===== config.mk =====
export PLATFORM = sky130hd
export DESIGN_NAME = asrp_serial_read_port
export DESIGN_NICKNAME = d
export VERILOG_FILES = /design/src/asrp_pkg.sv /design/src/asrp_serial_read_port.sv
export VERILOG_INCLUDE_DIRS = /design/src
export SDC_FILE = /design/constraint.sdc
export NUM_CORES = 1
export LEC_CHECK = 0
export BUFFER_PORTS_ARGS = -buffer_cell sky130_fd_sc_hd__buf_2
export CORE_MARGIN = 4
export CORE_UTILIZATION = 52
export CTS_BUF_LIST = sky130_fd_sc_hd__clkbuf_4 sky130_fd_sc_hd__clkbuf_8
export DETAILED_ROUTE_END_ITERATION = 10
export PLACE_DENSITY_LB_ADDON = 0.1
export SKIP_CTS_REPAIR_TIMING = 1
export SKIP_LAST_GASP = 1
export SYNTH_ARGS = -nofsm -noshare
export SYNTH_HDL_FRONTEND = slang
export SYNTH_SLANG_ARGS = --single-unit

===== constraint.sdc =====
create_clock -name mclk -period 1.9 [get_ports mclk]
set_clock_uncertainty 0.05 [all_clocks]
set_input_delay 0.38 -clock mclk [delete_from_list [all_inputs] [get_ports mclk]]
set_output_delay 0.38 -clock mclk [all_outputs]
set_load 0.02 [all_outputs]

===== src/asrp_map.svh =====
`ifndef ASRP_MAP_SVH
`define ASRP_MAP_SVH
// bits in one conversion result
`define ASRP_WORD_BITS 16
// result register reset value
`define ASRP_RESULT_RST 16'h0000
// bit position of the last shift count
`define ASRP_LAST_BIT 5'h0F
// low parallel nibble position carried by the shared pins
`define ASRP_PAR_LSB 4
`endif


===== src/asrp_pkg.sv =====
`include "asrp_map.svh"
package asrp_pkg;
  typedef enum logic [0:0] {
    ASRP_IDLE  = 1'b0,
    ASRP_SHIFT = 1'b1
  } asrp_state_e;

  typedef logic [`ASRP_WORD_BITS-1:0] asrp_word_t;

  // serial configuration straps shared with parallel bits
  typedef struct packed {
    logic       serialParallelSelect;
    logic       clockSourceSelect;
    logic [1:0] serialClockDivider;
    logic       frameSyncPolarity;
    logic       serialClockInvert;
    logic       readModeOrChainInput;
  } asrp_cfg_s;

  // pins driven toward the host
  typedef struct packed {
    logic       serialClockOut;
    logic       serialClockOe;
    logic       serialDataOutput;
    logic       frameSync;
    logic [3:0] parData;
    logic       parDataOe;
  } asrp_pins_s;
endpackage : asrp_pkg


===== src/asrp_serial_read_port.sv =====
`include "asrp_map.svh"
// Operation
// - divider slows internal bit clock only in master read-after-conversion mode
// - parallel mode drives result bits 4 to 7 on shared pins
// - clock source low makes master clock out; high shifts on host clock
// - host clock accepted only while converter select is asserted
// - frame sync polarity low gives active-high sync, high gives active-low
// - clock invert flips bit clock polarity in master and slave
// - slave chain input appears on data output 16 bit clocks later
// - master with read mode high shifts previous result during conversion
// - master with read mode low shifts result after conversion completes
// - serial select low enables parallel port, high enables serial port
// - data output shifts stored result most significant bit first
// - slave data changes on update edge, valid on following edge
// - master frame sync active for whole valid data period
module asrp_serial_read_port
  import asrp_pkg::*;
(
  // clock and reset
  input  wire logic               mclk,
  input  wire logic               rst,
  // converter core
  input  wire logic               convStart,
  input  wire logic               convDone,
  input  wire asrp_pkg::asrp_word_t convResult,
  // configuration straps
  input  wire asrp_pkg::asrp_cfg_s cfg,
  // host serial side
  input  wire logic               converterSelectN,
  input  wire logic               serialClockIn,
  // pins
  output asrp_pkg::asrp_pins_s    pins
);
  import asrp_pkg::*;

  asrp_state_e st_r,     st_nxt;
  asrp_word_t  result_r, result_nxt;
  asrp_word_t  sr_r,     sr_nxt;
  logic [4:0]  cnt_r,    cnt_nxt;
  logic [3:0]  div_r,    div_nxt;
  logic        phase_r,  phase_nxt;
  logic        sclkPrev_r, sclkPrev_nxt;
  logic        csPrevN_r,  csPrevN_nxt;
  asrp_pins_s  pins_r,   pins_nxt;

  logic master;
  logic slave;
  logic slaveClk;
  logic slaveUpd;
  logic slaveStart;
  logic tick;
  logic startEv;

  function automatic logic [3:0] half_period(input logic [1:0] dv, input logic rac);
    half_period = rac ? 4'((1 << dv) - 1) : 4'h0;
  endfunction

  assign master   = cfg.serialParallelSelect & ~cfg.clockSourceSelect;
  assign slave    = cfg.serialParallelSelect & cfg.clockSourceSelect;
  assign slaveClk = serialClockIn ^ cfg.serialClockInvert;
  assign slaveUpd = slave & ~converterSelectN & slaveClk & ~sclkPrev_r;
  assign slaveStart = slave & ~converterSelectN & csPrevN_r;
  assign tick     = (div_r == 4'h0);
  // read-during-conversion starts at conversion start, else at completion
  assign startEv  = master & (cfg.readModeOrChainInput ? convStart : convDone);

  always_comb begin
    st_nxt       = st_r;
    result_nxt   = result_r;
    sr_nxt       = sr_r;
    cnt_nxt      = cnt_r;
    div_nxt      = div_r;
    phase_nxt    = phase_r;
    sclkPrev_nxt = slaveClk;
    csPrevN_nxt  = converterSelectN;
    pins_nxt     = pins_r;
    if (convDone) begin
      result_nxt = convResult;
    end
    if (master) begin
      unique case (st_r)
        ASRP_IDLE: begin
          phase_nxt = 1'b0;
          if (startEv) begin
            st_nxt  = ASRP_SHIFT;
            sr_nxt  = cfg.readModeOrChainInput ? result_r : convResult;
            cnt_nxt = 5'h00;
            div_nxt = half_period(cfg.serialClockDivider, ~cfg.readModeOrChainInput);
          end
        end
        ASRP_SHIFT: begin
          if (tick) begin
            div_nxt   = half_period(cfg.serialClockDivider, ~cfg.readModeOrChainInput);
            phase_nxt = ~phase_r;
            if (!phase_r) begin
              pins_nxt.serialDataOutput = sr_r[`ASRP_WORD_BITS-1];
              sr_nxt = {sr_r[`ASRP_WORD_BITS-2:0], 1'b0};
            end else begin
              cnt_nxt = 5'(cnt_r + 5'h01);
              if (cnt_r == `ASRP_LAST_BIT) begin
                st_nxt = ASRP_IDLE;
              end
            end
          end else begin
            div_nxt = 4'(div_r - 4'h1);
          end
        end
      endcase
    end else if (slave) begin
      phase_nxt = 1'b0;
      if (converterSelectN) begin
        st_nxt = ASRP_IDLE;
      end else if (slaveStart) begin
        st_nxt = ASRP_SHIFT;
        sr_nxt = result_r;
      end else if (slaveUpd) begin
        // chain bit enters at the bottom, emerges 16 updates later
        pins_nxt.serialDataOutput = sr_r[`ASRP_WORD_BITS-1];
        sr_nxt = {sr_r[`ASRP_WORD_BITS-2:0], cfg.readModeOrChainInput};
      end
    end else begin
      st_nxt    = ASRP_IDLE;
      phase_nxt = 1'b0;
    end
    pins_nxt.serialClockOut = phase_nxt ^ cfg.serialClockInvert;
    pins_nxt.serialClockOe  = master;
    // sync held through the last falling edge, where the host takes bit 0
    pins_nxt.frameSync = (master & ((st_nxt == ASRP_SHIFT) | (st_r == ASRP_SHIFT)))
                         ^ cfg.frameSyncPolarity;
    pins_nxt.parData   = result_nxt[`ASRP_PAR_LSB +: 4];
    pins_nxt.parDataOe = ~cfg.serialParallelSelect;
  end

  always_ff @(posedge mclk or posedge rst) begin
    if (rst) begin
      st_r       <= ASRP_IDLE;
      result_r   <= `ASRP_RESULT_RST;
      sr_r       <= `ASRP_RESULT_RST;
      cnt_r      <= 5'h00;
      div_r      <= 4'h0;
      phase_r    <= 1'b0;
      sclkPrev_r <= 1'b0;
      csPrevN_r  <= 1'b1;
      pins_r     <= '0;
    end else begin
      st_r       <= st_nxt;
      result_r   <= result_nxt;
      sr_r       <= sr_nxt;
      cnt_r      <= cnt_nxt;
      div_r      <= div_nxt;
      phase_r    <= phase_nxt;
      sclkPrev_r <= sclkPrev_nxt;
      csPrevN_r  <= csPrevN_nxt;
      pins_r     <= pins_nxt;
    end
  end

  assign pins = pins_r;

  a_div_ignored: assert property (@(posedge mclk) disable iff (rst)
    master && cfg.readModeOrChainInput && st_r == ASRP_SHIFT
      && $past(st_r) == ASRP_SHIFT
    |-> phase_r != $past(phase_r))
    else $error("divider applied outside read-after-conversion");

  a_div_slows: assert property (@(posedge mclk) disable iff (rst)
    master && st_r == ASRP_SHIFT && div_r != 4'h0 |=> phase_r == $past(phase_r))
    else $error("bit clock toggled before divider expired");

  a_par_data_bits: assert property (@(posedge mclk) disable iff (rst)
    !rst && !cfg.serialParallelSelect ##1 !$past(convDone)
    |-> pins.parDataOe && pins.parData == result_r[`ASRP_PAR_LSB +: 4])
    else $error("parallel bits 4 to 7 wrong");

  a_clk_source: assert property (@(posedge mclk) disable iff (rst)
    cfg.serialParallelSelect |=> pins.serialClockOe == !$past(cfg.clockSourceSelect))
    else $error("clock pin drive does not follow clock source");

  a_slave_gate: assert property (@(posedge mclk) disable iff (rst)
    slave && converterSelectN |=> $stable(sr_r) && st_r == ASRP_IDLE)
    else $error("host clock accepted while deselected");

  a_sync_idle: assert property (@(posedge mclk) disable iff (rst)
    master && st_r == ASRP_IDLE && !startEv
    |=> pins.frameSync == $past(cfg.frameSyncPolarity))
    else $error("idle frame sync level wrong");

  a_clk_invert: assert property (@(posedge mclk) disable iff (rst)
    master |=> pins.serialClockOut == (phase_r ^ $past(cfg.serialClockInvert)))
    else $error("bit clock polarity wrong");

  a_chain_in: assert property (@(posedge mclk) disable iff (rst)
    slaveUpd && !slaveStart |=> sr_r[0] == $past(cfg.readModeOrChainInput))
    else $error("chain input not captured");

  a_rdc_start: assert property (@(posedge mclk) disable iff (rst)
    master && cfg.readModeOrChainInput && convStart && st_r == ASRP_IDLE
    |=> st_r == ASRP_SHIFT && sr_r == $past(result_r))
    else $error("previous result not loaded at conversion start");

  a_rac_start: assert property (@(posedge mclk) disable iff (rst)
    master && !cfg.readModeOrChainInput && convDone && st_r == ASRP_IDLE
    |=> st_r == ASRP_SHIFT && sr_r == $past(convResult))
    else $error("new result not loaded at completion");

  a_serial_par_off: assert property (@(posedge mclk) disable iff (rst)
    cfg.serialParallelSelect |=> !pins.parDataOe)
    else $error("parallel port driven in serial mode");

  a_msb_first: assert property (@(posedge mclk) disable iff (rst)
    slaveUpd && !slaveStart |=> pins.serialDataOutput == $past(sr_r[15]))
    else $error("data output not msb of shift register");

  a_sync_during: assert property (@(posedge mclk) disable iff (rst)
    st_r == ASRP_SHIFT && $past(master) && $past(cfg.frameSyncPolarity) == cfg.frameSyncPolarity
    |-> pins.frameSync == !cfg.frameSyncPolarity)
    else $error("frame sync inactive during read");

  a_sync_tail: assert property (@(posedge mclk) disable iff (rst)
    master && st_r == ASRP_SHIFT ##1 st_r == ASRP_IDLE
    |-> pins.frameSync == !cfg.frameSyncPolarity)
    else $error("frame sync dropped before last bit sampled");

  a_master_data_hold: assert property (@(posedge mclk) disable iff (rst)
    master && st_r == ASRP_SHIFT && !(tick && !phase_r)
    |=> $stable(pins.serialDataOutput))
    else $error("data output changed away from bit clock update");

  a_slave_sync_off: assert property (@(posedge mclk) disable iff (rst)
    slave |=> pins.frameSync == $past(cfg.frameSyncPolarity))
    else $error("frame sync active in slave mode");
endmodule // asrp_serial_read_port


==> run_results.csv, run 1 <==
group,metric,value,unit
global_route,grt_pass1_wl,8420,µm
critical_path,path_buf_inv,2,
cells_and_area,drive_gt1_share,39.6,%
logic_synthesis,synth-adder-area-share,1.60,%
critical_path,critPathKind,"reg2reg",
global_route,overflow,0,
clocking,numCtsBuffers,5,
drt,via_per_inst,5.77,
sta,tightest_slew,583,ps
cells_and_area,layout_commonest_cell,"dfrtp_1",
sta,finalHoldViolCount,0,
logic_synthesis,yosysUniqueCellTypes,39,
critical_path,worstRegToRegCells,7,
critical_path,cp_data_arrival_time,2120,ps
cells_and_area,area_growth,24.9,%
critical_path,regToRegEndpoint,"sr_r[12]",
global_route,grt_max_degree,28,
clocking,ctsHtreeMaxLevel,2,
logic_synthesis,synth-compound-area-share,17.1,%
sta,setup-violations-final,16,
outcome,status,"complete, but fails checks",
critical_path,cp-startpoint,"div_r[1]",
logic_synthesis,syn_area_per_cell,10.7,µm²
clocking,clk_latency,310,ps
logic_synthesis,synth_top_family_by_area,"compound AO/OA/AOI/OAI gates",
global_route,grt.total_usage,19.7,%
sta,finalWorstPathRequiredPeriod,1980,ps
placed_design,place.gp.congestion,0.793,
floorplan,io_pins,38,
floorplan,die_area,0.00566,mm²
power_and_ir_drop,power_density,960,mW/mm²
drt,totalWireLength,5090,µm
critical_path,crit_family,"flip-flops",
power_and_ir_drop,irDropWorstVdd,759,µV
critical_path,cp-start-kind,"flop",
drt,num_vias,1915,
sta,slew-limit-headroom,61.1,%
critical_path,cpPeakStageDelay,400,ps
placed_design,portBuffers,37,
sta,achievable-frequency,0.505,GHz
drt,drtIter0Drc,150,
sta,min_period_over_period,104,%
logic_synthesis,yosys_warnings,0,
clocking,cts_root_buffer,"clkbuf_8",
floorplan,dieWidth,75.2,µm
logic_synthesis,synth_xor_area_share,1.49,%
logic_synthesis,synth_edf_count,0,
global_route,antenna_found_initial,0,
critical_path,cp_max_fo,6,
worst_hold_path,min_path_type,"in2async",
logic_synthesis,async_reset_ff_share,100,%
critical_path,path_cells,"inv_2 > ha_4 > nor3b_4 > nand2b_1 > a222oi_1 > buf_4 > mux2_4",
power_and_ir_drop,finalPower,0.00282,W
logic_synthesis,yosysSeqAreaShare,53.3,%
critical_path,cp_slowest_cell,"dfrtp_1",
drt,first_pass_iters,5,
run,maxCapViolCount,0,
floorplan,die_y,75.2,µm
outcome,violations,"negative setup slack",
logic_synthesis,synth_seq_cells,50,
critical_path,cp-end-kind,"flop",
logic_synthesis,synth-simple-area-share,11.2,%
cells_and_area,utilization,67.4,%
logic_synthesis,syn_nets,252,
clocking,cts.path.max_buffers,2,
logic_synthesis,syn_area,0.00235,mm²
floorplan,std_cell_rows,24,
drt,post_drt_wl_per_cell,15.3,µm
power_and_ir_drop,p_leak,1.35,nW
sta,setup_slack,-78.3,ps
drt,ant_nets,0,
floorplan,coreArea,0.00435,mm²
placed_design,pre_cts_ws,-164,ps
cells_and_area,diodes,0,
drt,drc,0,
sta,report.final.slew_viol_count,0,
sta,rsz0062_at_grt,"true",
critical_path,cp.required,2040,ps
global_route,grt_pass1_vias,1815,
floorplan,initial_core_util,54.0,%
critical_path,r2r_slack,-80,ps
cells_and_area,layout_common_cells,"49 x dfrtp_1, 37 x buf_2, 27 x buf_4",
logic_synthesis,ys.flop_type,"dfrtp_1",
placed_design,dp_hpwl,3680,µm
critical_path,r2r-start,"div_r[1]",
logic_synthesis,postSynthCellCount,220,
cells_and_area,fin_nets,311,
clocking,cts_sinks,50,
logic_synthesis,synth_mux_area_share,8.63,%
clocking,cts_tree,"done",
clocking,cts.clk_slew.worst_paths,100,ps
how the worst max path moves through the flow:
stage | slack, ps | endpoint | cells past startpoint
after floorplan | -90 | sr_r[12] | 7
after global placement | -110 | sr_r[12] | 6
after detailed placement | -160 | sr_r[6] | 8
after CTS | -120 | sr_r[5] | 9
after global routing | -180 | sr_r[12] | 7
final | -80 | sr_r[12] | 7
registers in the layout, indices dropped and copies added, names as in the netlist:
signal      count
pins            5
sclkPrev_r      1
csPrevN_r       1
result_r       16
cnt_r           5
st_r            1
phase_r         1
sr_r           16
div_r           4
worst reg2reg max path: cells and delay by family, from the launching register on:
family                     cells  cell delay [ps]
DFF                            1              400
AOI/OAI and AO/OA              1              340
buffers and inverters          2              330
muxes                          1              310
and+or+nand+nor                2              300
adders and majority gates      1              130
area by class of cell:
| type | instances | area (µm²) |
|---|---|---|
| clock inverter | 2 | 12.5 |
| inverter | 20 | 75.1 |
| multi-input combinational | 135 | 1020 |
| clock buffer | 6 | 82.6 |
| timing repair buffer | 67 | 425 |
| sequential | 50 | 1250 |
| fill | 345 | 1420 |
| tap | 52 | 65.1 |
cell usage after synthesis (4+ instances only):
cell type / count / area, µm²
a21oi_1: 19 / 95.1
a222oi_1: 16 / 160
buf_4: 6 / 45.0
clkbuf_1: 7 / 26.3
dfrtp_1: 49 / 1230
inv_1: 20 / 75.1
mux2_2: 15 / 169
nand2_1: 11 / 41.3
nand3_1: 4 / 20.0
nor2_1: 19 / 71.3
o21ai_0: 10 / 50.1
metrics by stage:
step           instance area (µm²)  cells  setup TNS, ps  hold WS [ps]
2_1_floorplan                 2380    220           -418           334
3_3_place_gp                  2760    323          -1250           419
5_1_grt                       2930    332          -2550           114
4_1_cts                       2850    331          -1500          80.3
6_report                      2930    332           -577          68.4
3_5_place_dp                  2760    323          -2140           421
routing by layer:
layer | GRT usage [%] | wire (µm) | up-vias
met4 | 5.83 | 65 | 0
met2 | 33.7 | 2620 | 44
met3 | 4.41 | 245 | 7
li1 | - | - | 911
met5 | 0 | 0 | -
met1 | 25.1 | 2160 | 953
kinds of logic (layout without fill, tap and decap cells):
group,Yosys count,after routing
buf+inv,35,95
fa+ha+maj,3,3
compound gates,57,57
xor+xnor,4,4
simple gates,53,53
flops,50,50
mux,18,18
report_power, final:
part	internal, W	total (W)	switching (W)
combinational	0.000417	0.000760	0.000343
clock	0.000293	0.000643	0.000350
sequential	0.00128	0.00141	0.000139
Note: power is estimated with default switching activity, not from simulation.
==> inputs of run 2 (changes only) <==
- CORE_UTILIZATION: 52 -> 50
- CTS_BUF_LIST: sky130_fd_sc_hd__clkbuf_4 sky130_fd_sc_hd__clkbuf_8 -> not set
==> run_results.csv, run 2 (synthesized netlist as in run 1, its figures left out) <==
group,metric,value,unit
global_route,grt_pass1_vias,1931,
power_and_ir_drop,p_leak,1.36,nW
clocking,clk_latency,300,ps
floorplan,die_y,76.6,µm
drt,first_pass_iters,5,
cells_and_area,top_regs,"result_r (16), sr_r (16)",
cells_and_area,utilization,65.5,%
sta,holdWs,-18.4,ps
critical_path,cp_slowest_cell,"dfrtp_1",
critical_path,cp_data_arrival_time,2050,ps
clocking,ctsHtreeMaxLevel,2,
sta,report.final.slew_viol_count,0,
sta,finalWorstPathRequiredPeriod,1900,ps
cells_and_area,layout_common_cells,"49 x dfrtp_1, 38 x buf_2, 28 x buf_4",
drt,post_drt_wl_per_cell,14.9,µm
clocking,numCtsBuffers,5,
sta,setup-violations-final,2,
sta,achievable-frequency,0.525,GHz
global_route,antenna_found_initial,0,
drt,drtIter0Drc,146,
cells_and_area,fillers,366,
run,maxCapViolCount,0,
critical_path,path_buf_inv,2,
placed_design,dp_hpwl,3580,µm
critical_path,crit_family,"flip-flops",
placed_design,portBuffers,37,
floorplan,die_area,0.00586,mm²
critical_path,cp.required,2050,ps
power_and_ir_drop,irDropWorstVdd,563,µV
cells_and_area,layout.cells.non_filler,334,
global_route,grt_pass1_wl,8650,µm
critical_path,path_cells,"inv_2 > ha_4 > nor3b_4 > nand2b_1 > a222oi_1 > buf_4 > mux2_4",
drt,drc,0,
critical_path,cp-startpoint,"div_r[1]",
cells_and_area,drive_gt1_share,36.5,%
floorplan,coreArea,0.00444,mm²
clocking,cts.clk_slew.worst_paths,100,ps
clocking,cts_sinks,50,
sta,slew-limit-headroom,75.3,%
critical_path,regToRegEndpoint,"sr_r[12]",
critical_path,cp-start-kind,"flop",
cells_and_area,area_growth,23.9,%
sta,setup_slack,-3.68,ps
cells_and_area,diodes,0,
critical_path,r2r-start,"div_r[1]",
worst_hold_path,min_path_type,"in2async",
sta,finalHoldViolCount,15,
placed_design,place.gp.congestion,0.821,
critical_path,r2r_slack,-4,ps
critical_path,critPathKind,"reg2reg",
critical_path,cp_max_fo,9,
outcome,violations,"negative hold slack, negative setup slack",
power_and_ir_drop,power_density,961,mW/mm²
critical_path,cp.depth,7,
floorplan,std_cell_rows,24,
drt,ant_nets,0,
clocking,cts_root_buffer,"clkbuf_8",
sta,min_period_over_period,100,%
drt,num_vias,1891,
clocking,cts_tree,"done",
cells_and_area,fin_nets,313,
sta,fin_tns_setup,-5.82,ps
placed_design,dp_cells,322,
global_route,grt_max_degree,36,
critical_path,crit_end,"sr_r[12]",
critical_path,cp-end-kind,"flop",
global_route,overflow,0,
clocking,cts.path.max_buffers,2,
global_route,grt.total_usage,18.1,%
outcome,status,"complete, but fails checks",
sta,tightest_slew,370,ps
floorplan,initial_core_util,52.9,%
cells_and_area,layout_commonest_cell,"dfrtp_1",
floorplan,io_pins,38,
drt,via_per_inst,5.66,
critical_path,worstRegToRegCells,7,
floorplan,dieWidth,76.6,µm
drt,totalWireLength,4960,µm
sta,rsz0062_at_grt,"true",
critical_path,cpPeakStageDelay,400,ps
==> run 2: how the worst min path moves through the flow <==
stage,start,endpoint,slack [ps],depth (start not counted)
finish,rst,pins[0],-20,2
global route,rst,pins[0],10,2
CTS,rst,result_r[7],-20,2
detailed placement,rst,result_r[7],330,2
global placement,rst,result_r[7],320,2
floorplan,converterSelectN,csPrevN_r,330,0
==> run 2: through the flow <==
step           total power, W  instance area (µm²)  worst slack, ps
2_1_floorplan         0.00187                 2380            -89.4
3_3_place_gp          0.00209                 2760             -149
3_5_place_dp          0.00211                 2760             -172
4_1_cts               0.00280                 2860            -77.4
5_1_grt               0.00299                 2910             -136
6_report              0.00280                 2910            -3.68
==> run 2: cell type report <==
| class | count | area, µm² | share of cell area [%] |
|---|---|---|---|
| Sequential cell | 50 | 1250 | 43.0 |
| Multi-Input combinational cell | 135 | 977 | 33.6 |
| Timing Repair Buffer | 69 | 443 | 15.2 |
| Clock buffer | 6 | 82.6 | 2.84 |
| Inverter | 20 | 75.1 | 2.58 |
| Tap cell | 52 | 65.1 | 2.23 |
| Clock inverter | 2 | 16.3 | 0.559 |
==> run 2: metal layers <==
metal  part of all wire (%)  global-route usage (%)  vias to the layer above
met5                      0                       0                        -
met4                    1.5                    7.79                        0
met3                    5.3                    3.55                        9
met2                     48                    30.6                       51
met1                     46                    22.5                      912
li1                       -                       -                      919
==> run 2: power breakdown <==
group          switching, W  internal, W  leakage [nW]
clock network      0.000369     0.000300        0.0478
registers          0.000125      0.00127         0.597
logic              0.000328     0.000401         0.715
total              0.000823      0.00198          1.36
==> inputs of run 3 (changes only) <==
- PLACE_DENSITY: not set -> 0.74
- PLACE_DENSITY_LB_ADDON: 0.1 -> not set
==> run_results.csv, run 3 (synthesized netlist as in run 1, its figures left out) <==
group,metric,value,unit
outcome,status,"complete, but fails checks",
outcome,violations,"negative setup slack",
critical_path,critPathKind,"reg2reg",
global_route,antenna_found_initial,0,
floorplan,die_area,0.00586,mm²
clocking,cts.clk_slew.worst_paths,90,ps
critical_path,worstRegToRegCells,7,
sta,report.final.slew_viol_count,0,
drt,first_pass_iters,7,
placed_design,dp_hpwl,3600,µm
cells_and_area,layout_common_cells,"49 x dfrtp_1, 37 x buf_2, 20 x buf_4",
cells_and_area,utilization,64.0,%
cells_and_area,area_growth,21.1,%
clocking,clk_latency,310,ps
critical_path,cp_data_arrival_time,2100,ps
sta,tightest_slew,617,ps
floorplan,initial_core_util,52.9,%
sta,min_period_over_period,103,%
drt,totalWireLength,5070,µm
critical_path,regToRegEndpoint,"sr_r[12]",
clocking,cts_root_buffer,"clkbuf_8",
placed_design,portBuffers,37,
cells_and_area,top_regs,"result_r (16), sr_r (16)",
drt,num_vias,1917,
power_and_ir_drop,p_leak,1.32,nW
sta,finalWorstPathRequiredPeriod,1970,ps
power_and_ir_drop,irDropWorstVdd,386,µV
clocking,ctsHtreeMaxLevel,2,
sta,slew-limit-headroom,58.8,%
sta,achievable-frequency,0.509,GHz
cells_and_area,fillers,370,
sta,rsz0062_at_grt,"true",
drt,drtIter0Drc,191,
power_and_ir_drop,power_density,960,mW/mm²
drt,post_drt_wl_per_cell,15.6,µm
global_route,overflow,0,
power_and_ir_drop,finalPower,0.00273,W
sta,finalHoldViolCount,0,
worst_hold_path,min_path_type,"in2async",
critical_path,cp-start-kind,"flop",
global_route,grt_pass1_wl,8530,µm
global_route,grt.total_usage,18.1,%
critical_path,cp_max_fo,7,
placed_design,place.gp.congestion,0.906,
critical_path,r2r_slack,-70,ps
critical_path,cp-end-kind,"flop",
floorplan,std_cell_rows,24,
clocking,numCtsBuffers,5,
drt,ant_nets,0,
sta,setup_slack,-65.7,ps
cells_and_area,drive_gt1_share,34.8,%
clocking,cts_sinks,50,
critical_path,r2r-start,"div_r[1]",
cells_and_area,layout_commonest_cell,"dfrtp_1",
sta,setup-violations-final,12,
drt,via_per_inst,5.90,
cells_and_area,diodes,0,
clocking,cts_tree,"done",
floorplan,coreArea,0.00444,mm²
run,maxCapViolCount,0,
global_route,grt_max_degree,35,
drt,drc,0,
global_route,grt_pass1_vias,1823,
floorplan,dieWidth,76.6,µm
clocking,cts.path.max_buffers,2,
cells_and_area,fin_nets,304,
floorplan,io_pins,38,
floorplan,die_y,76.6,µm
critical_path,cp.required,2040,ps
-- run 3: cell types whose count changed in the layout (fill, tap and decap cells not counted), sizes merged --
cell	previous run	this run
buf	69	60
clkinv	0	2
clkinvlp	1	0
inv	21	20
-- run 3: per-layer routing --
metal | routed length (µm) | global-route usage [%]
met1 | 2370 | 24.4
met2 | 2310 | 27.6
met3 | 340 | 4.85
met4 | 55 | 7.43
met5 | 0 | 0
-- run 3: critical path, cell delays in order, from the launching register on --
cell	delay, ps
dfrtp_1	410
inv_2	90
ha_4	130
nor3b_4	200
nand2b_1	100
a222oi_1	320
buf_4	250
mux2_4	310
-- run 3: cell type report --
type	count	area, µm²	share of cell area [%]
Clock buffer	6	72.6	2.55
Multi-Input combinational cell	135	985	34.6
Clock inverter	2	13.8	0.484
Inverter	20	75.1	2.64
Timing Repair Buffer	60	382	13.4
Sequential cell	50	1250	44.0
Tap cell	52	65.1	2.29
-- run 3: worst max-delay path by stage --
stage / endpoint / slack (ps) / from / depth (start not counted)
finish: sr_r[12] / -70 / div_r[1] / 7
global route: sr_r[12] / -160 / div_r[1] / 7
CTS: sr_r[12] / -250 / csPrevN_r / 5
detailed placement: sr_r[12] / -290 / converterSelectN / 6
global placement: sr_r[2] / -280 / converterSelectN / 6
floorplan: sr_r[12] / -90 / div_r[0] / 7
-- run 3: metrics by stage --
stage / TNS, ps / std cells / setup WS [ps] / instance area [µm²] / hold WS, ps
global route: -2070 / 325 / -158 / 2850 / 19.5
detailed placement: -3660 / 316 / -294 / 2720 / 333
floorplan: -418 / 220 / -89.4 / 2380 / 334
finish: -266 / 325 / -65.7 / 2850 / 0.769
CTS: -2110 / 324 / -252 / 2800 / -4.22
global placement: -3420 / 316 / -279 / 2720 / 333
-- run 3: report_power, final --
group / leakage (nW) / total [W] / switching [W] / internal (W)
Sequential: 0.597 / 0.00141 / 0.000132 / 0.00128
Combinational: 0.678 / 0.000714 / 0.000337 / 0.000377
Clock: 0.0452 / 0.000610 / 0.000350 / 0.000260
Total: 1.32 / 0.00273 / 0.000819 / 0.00191
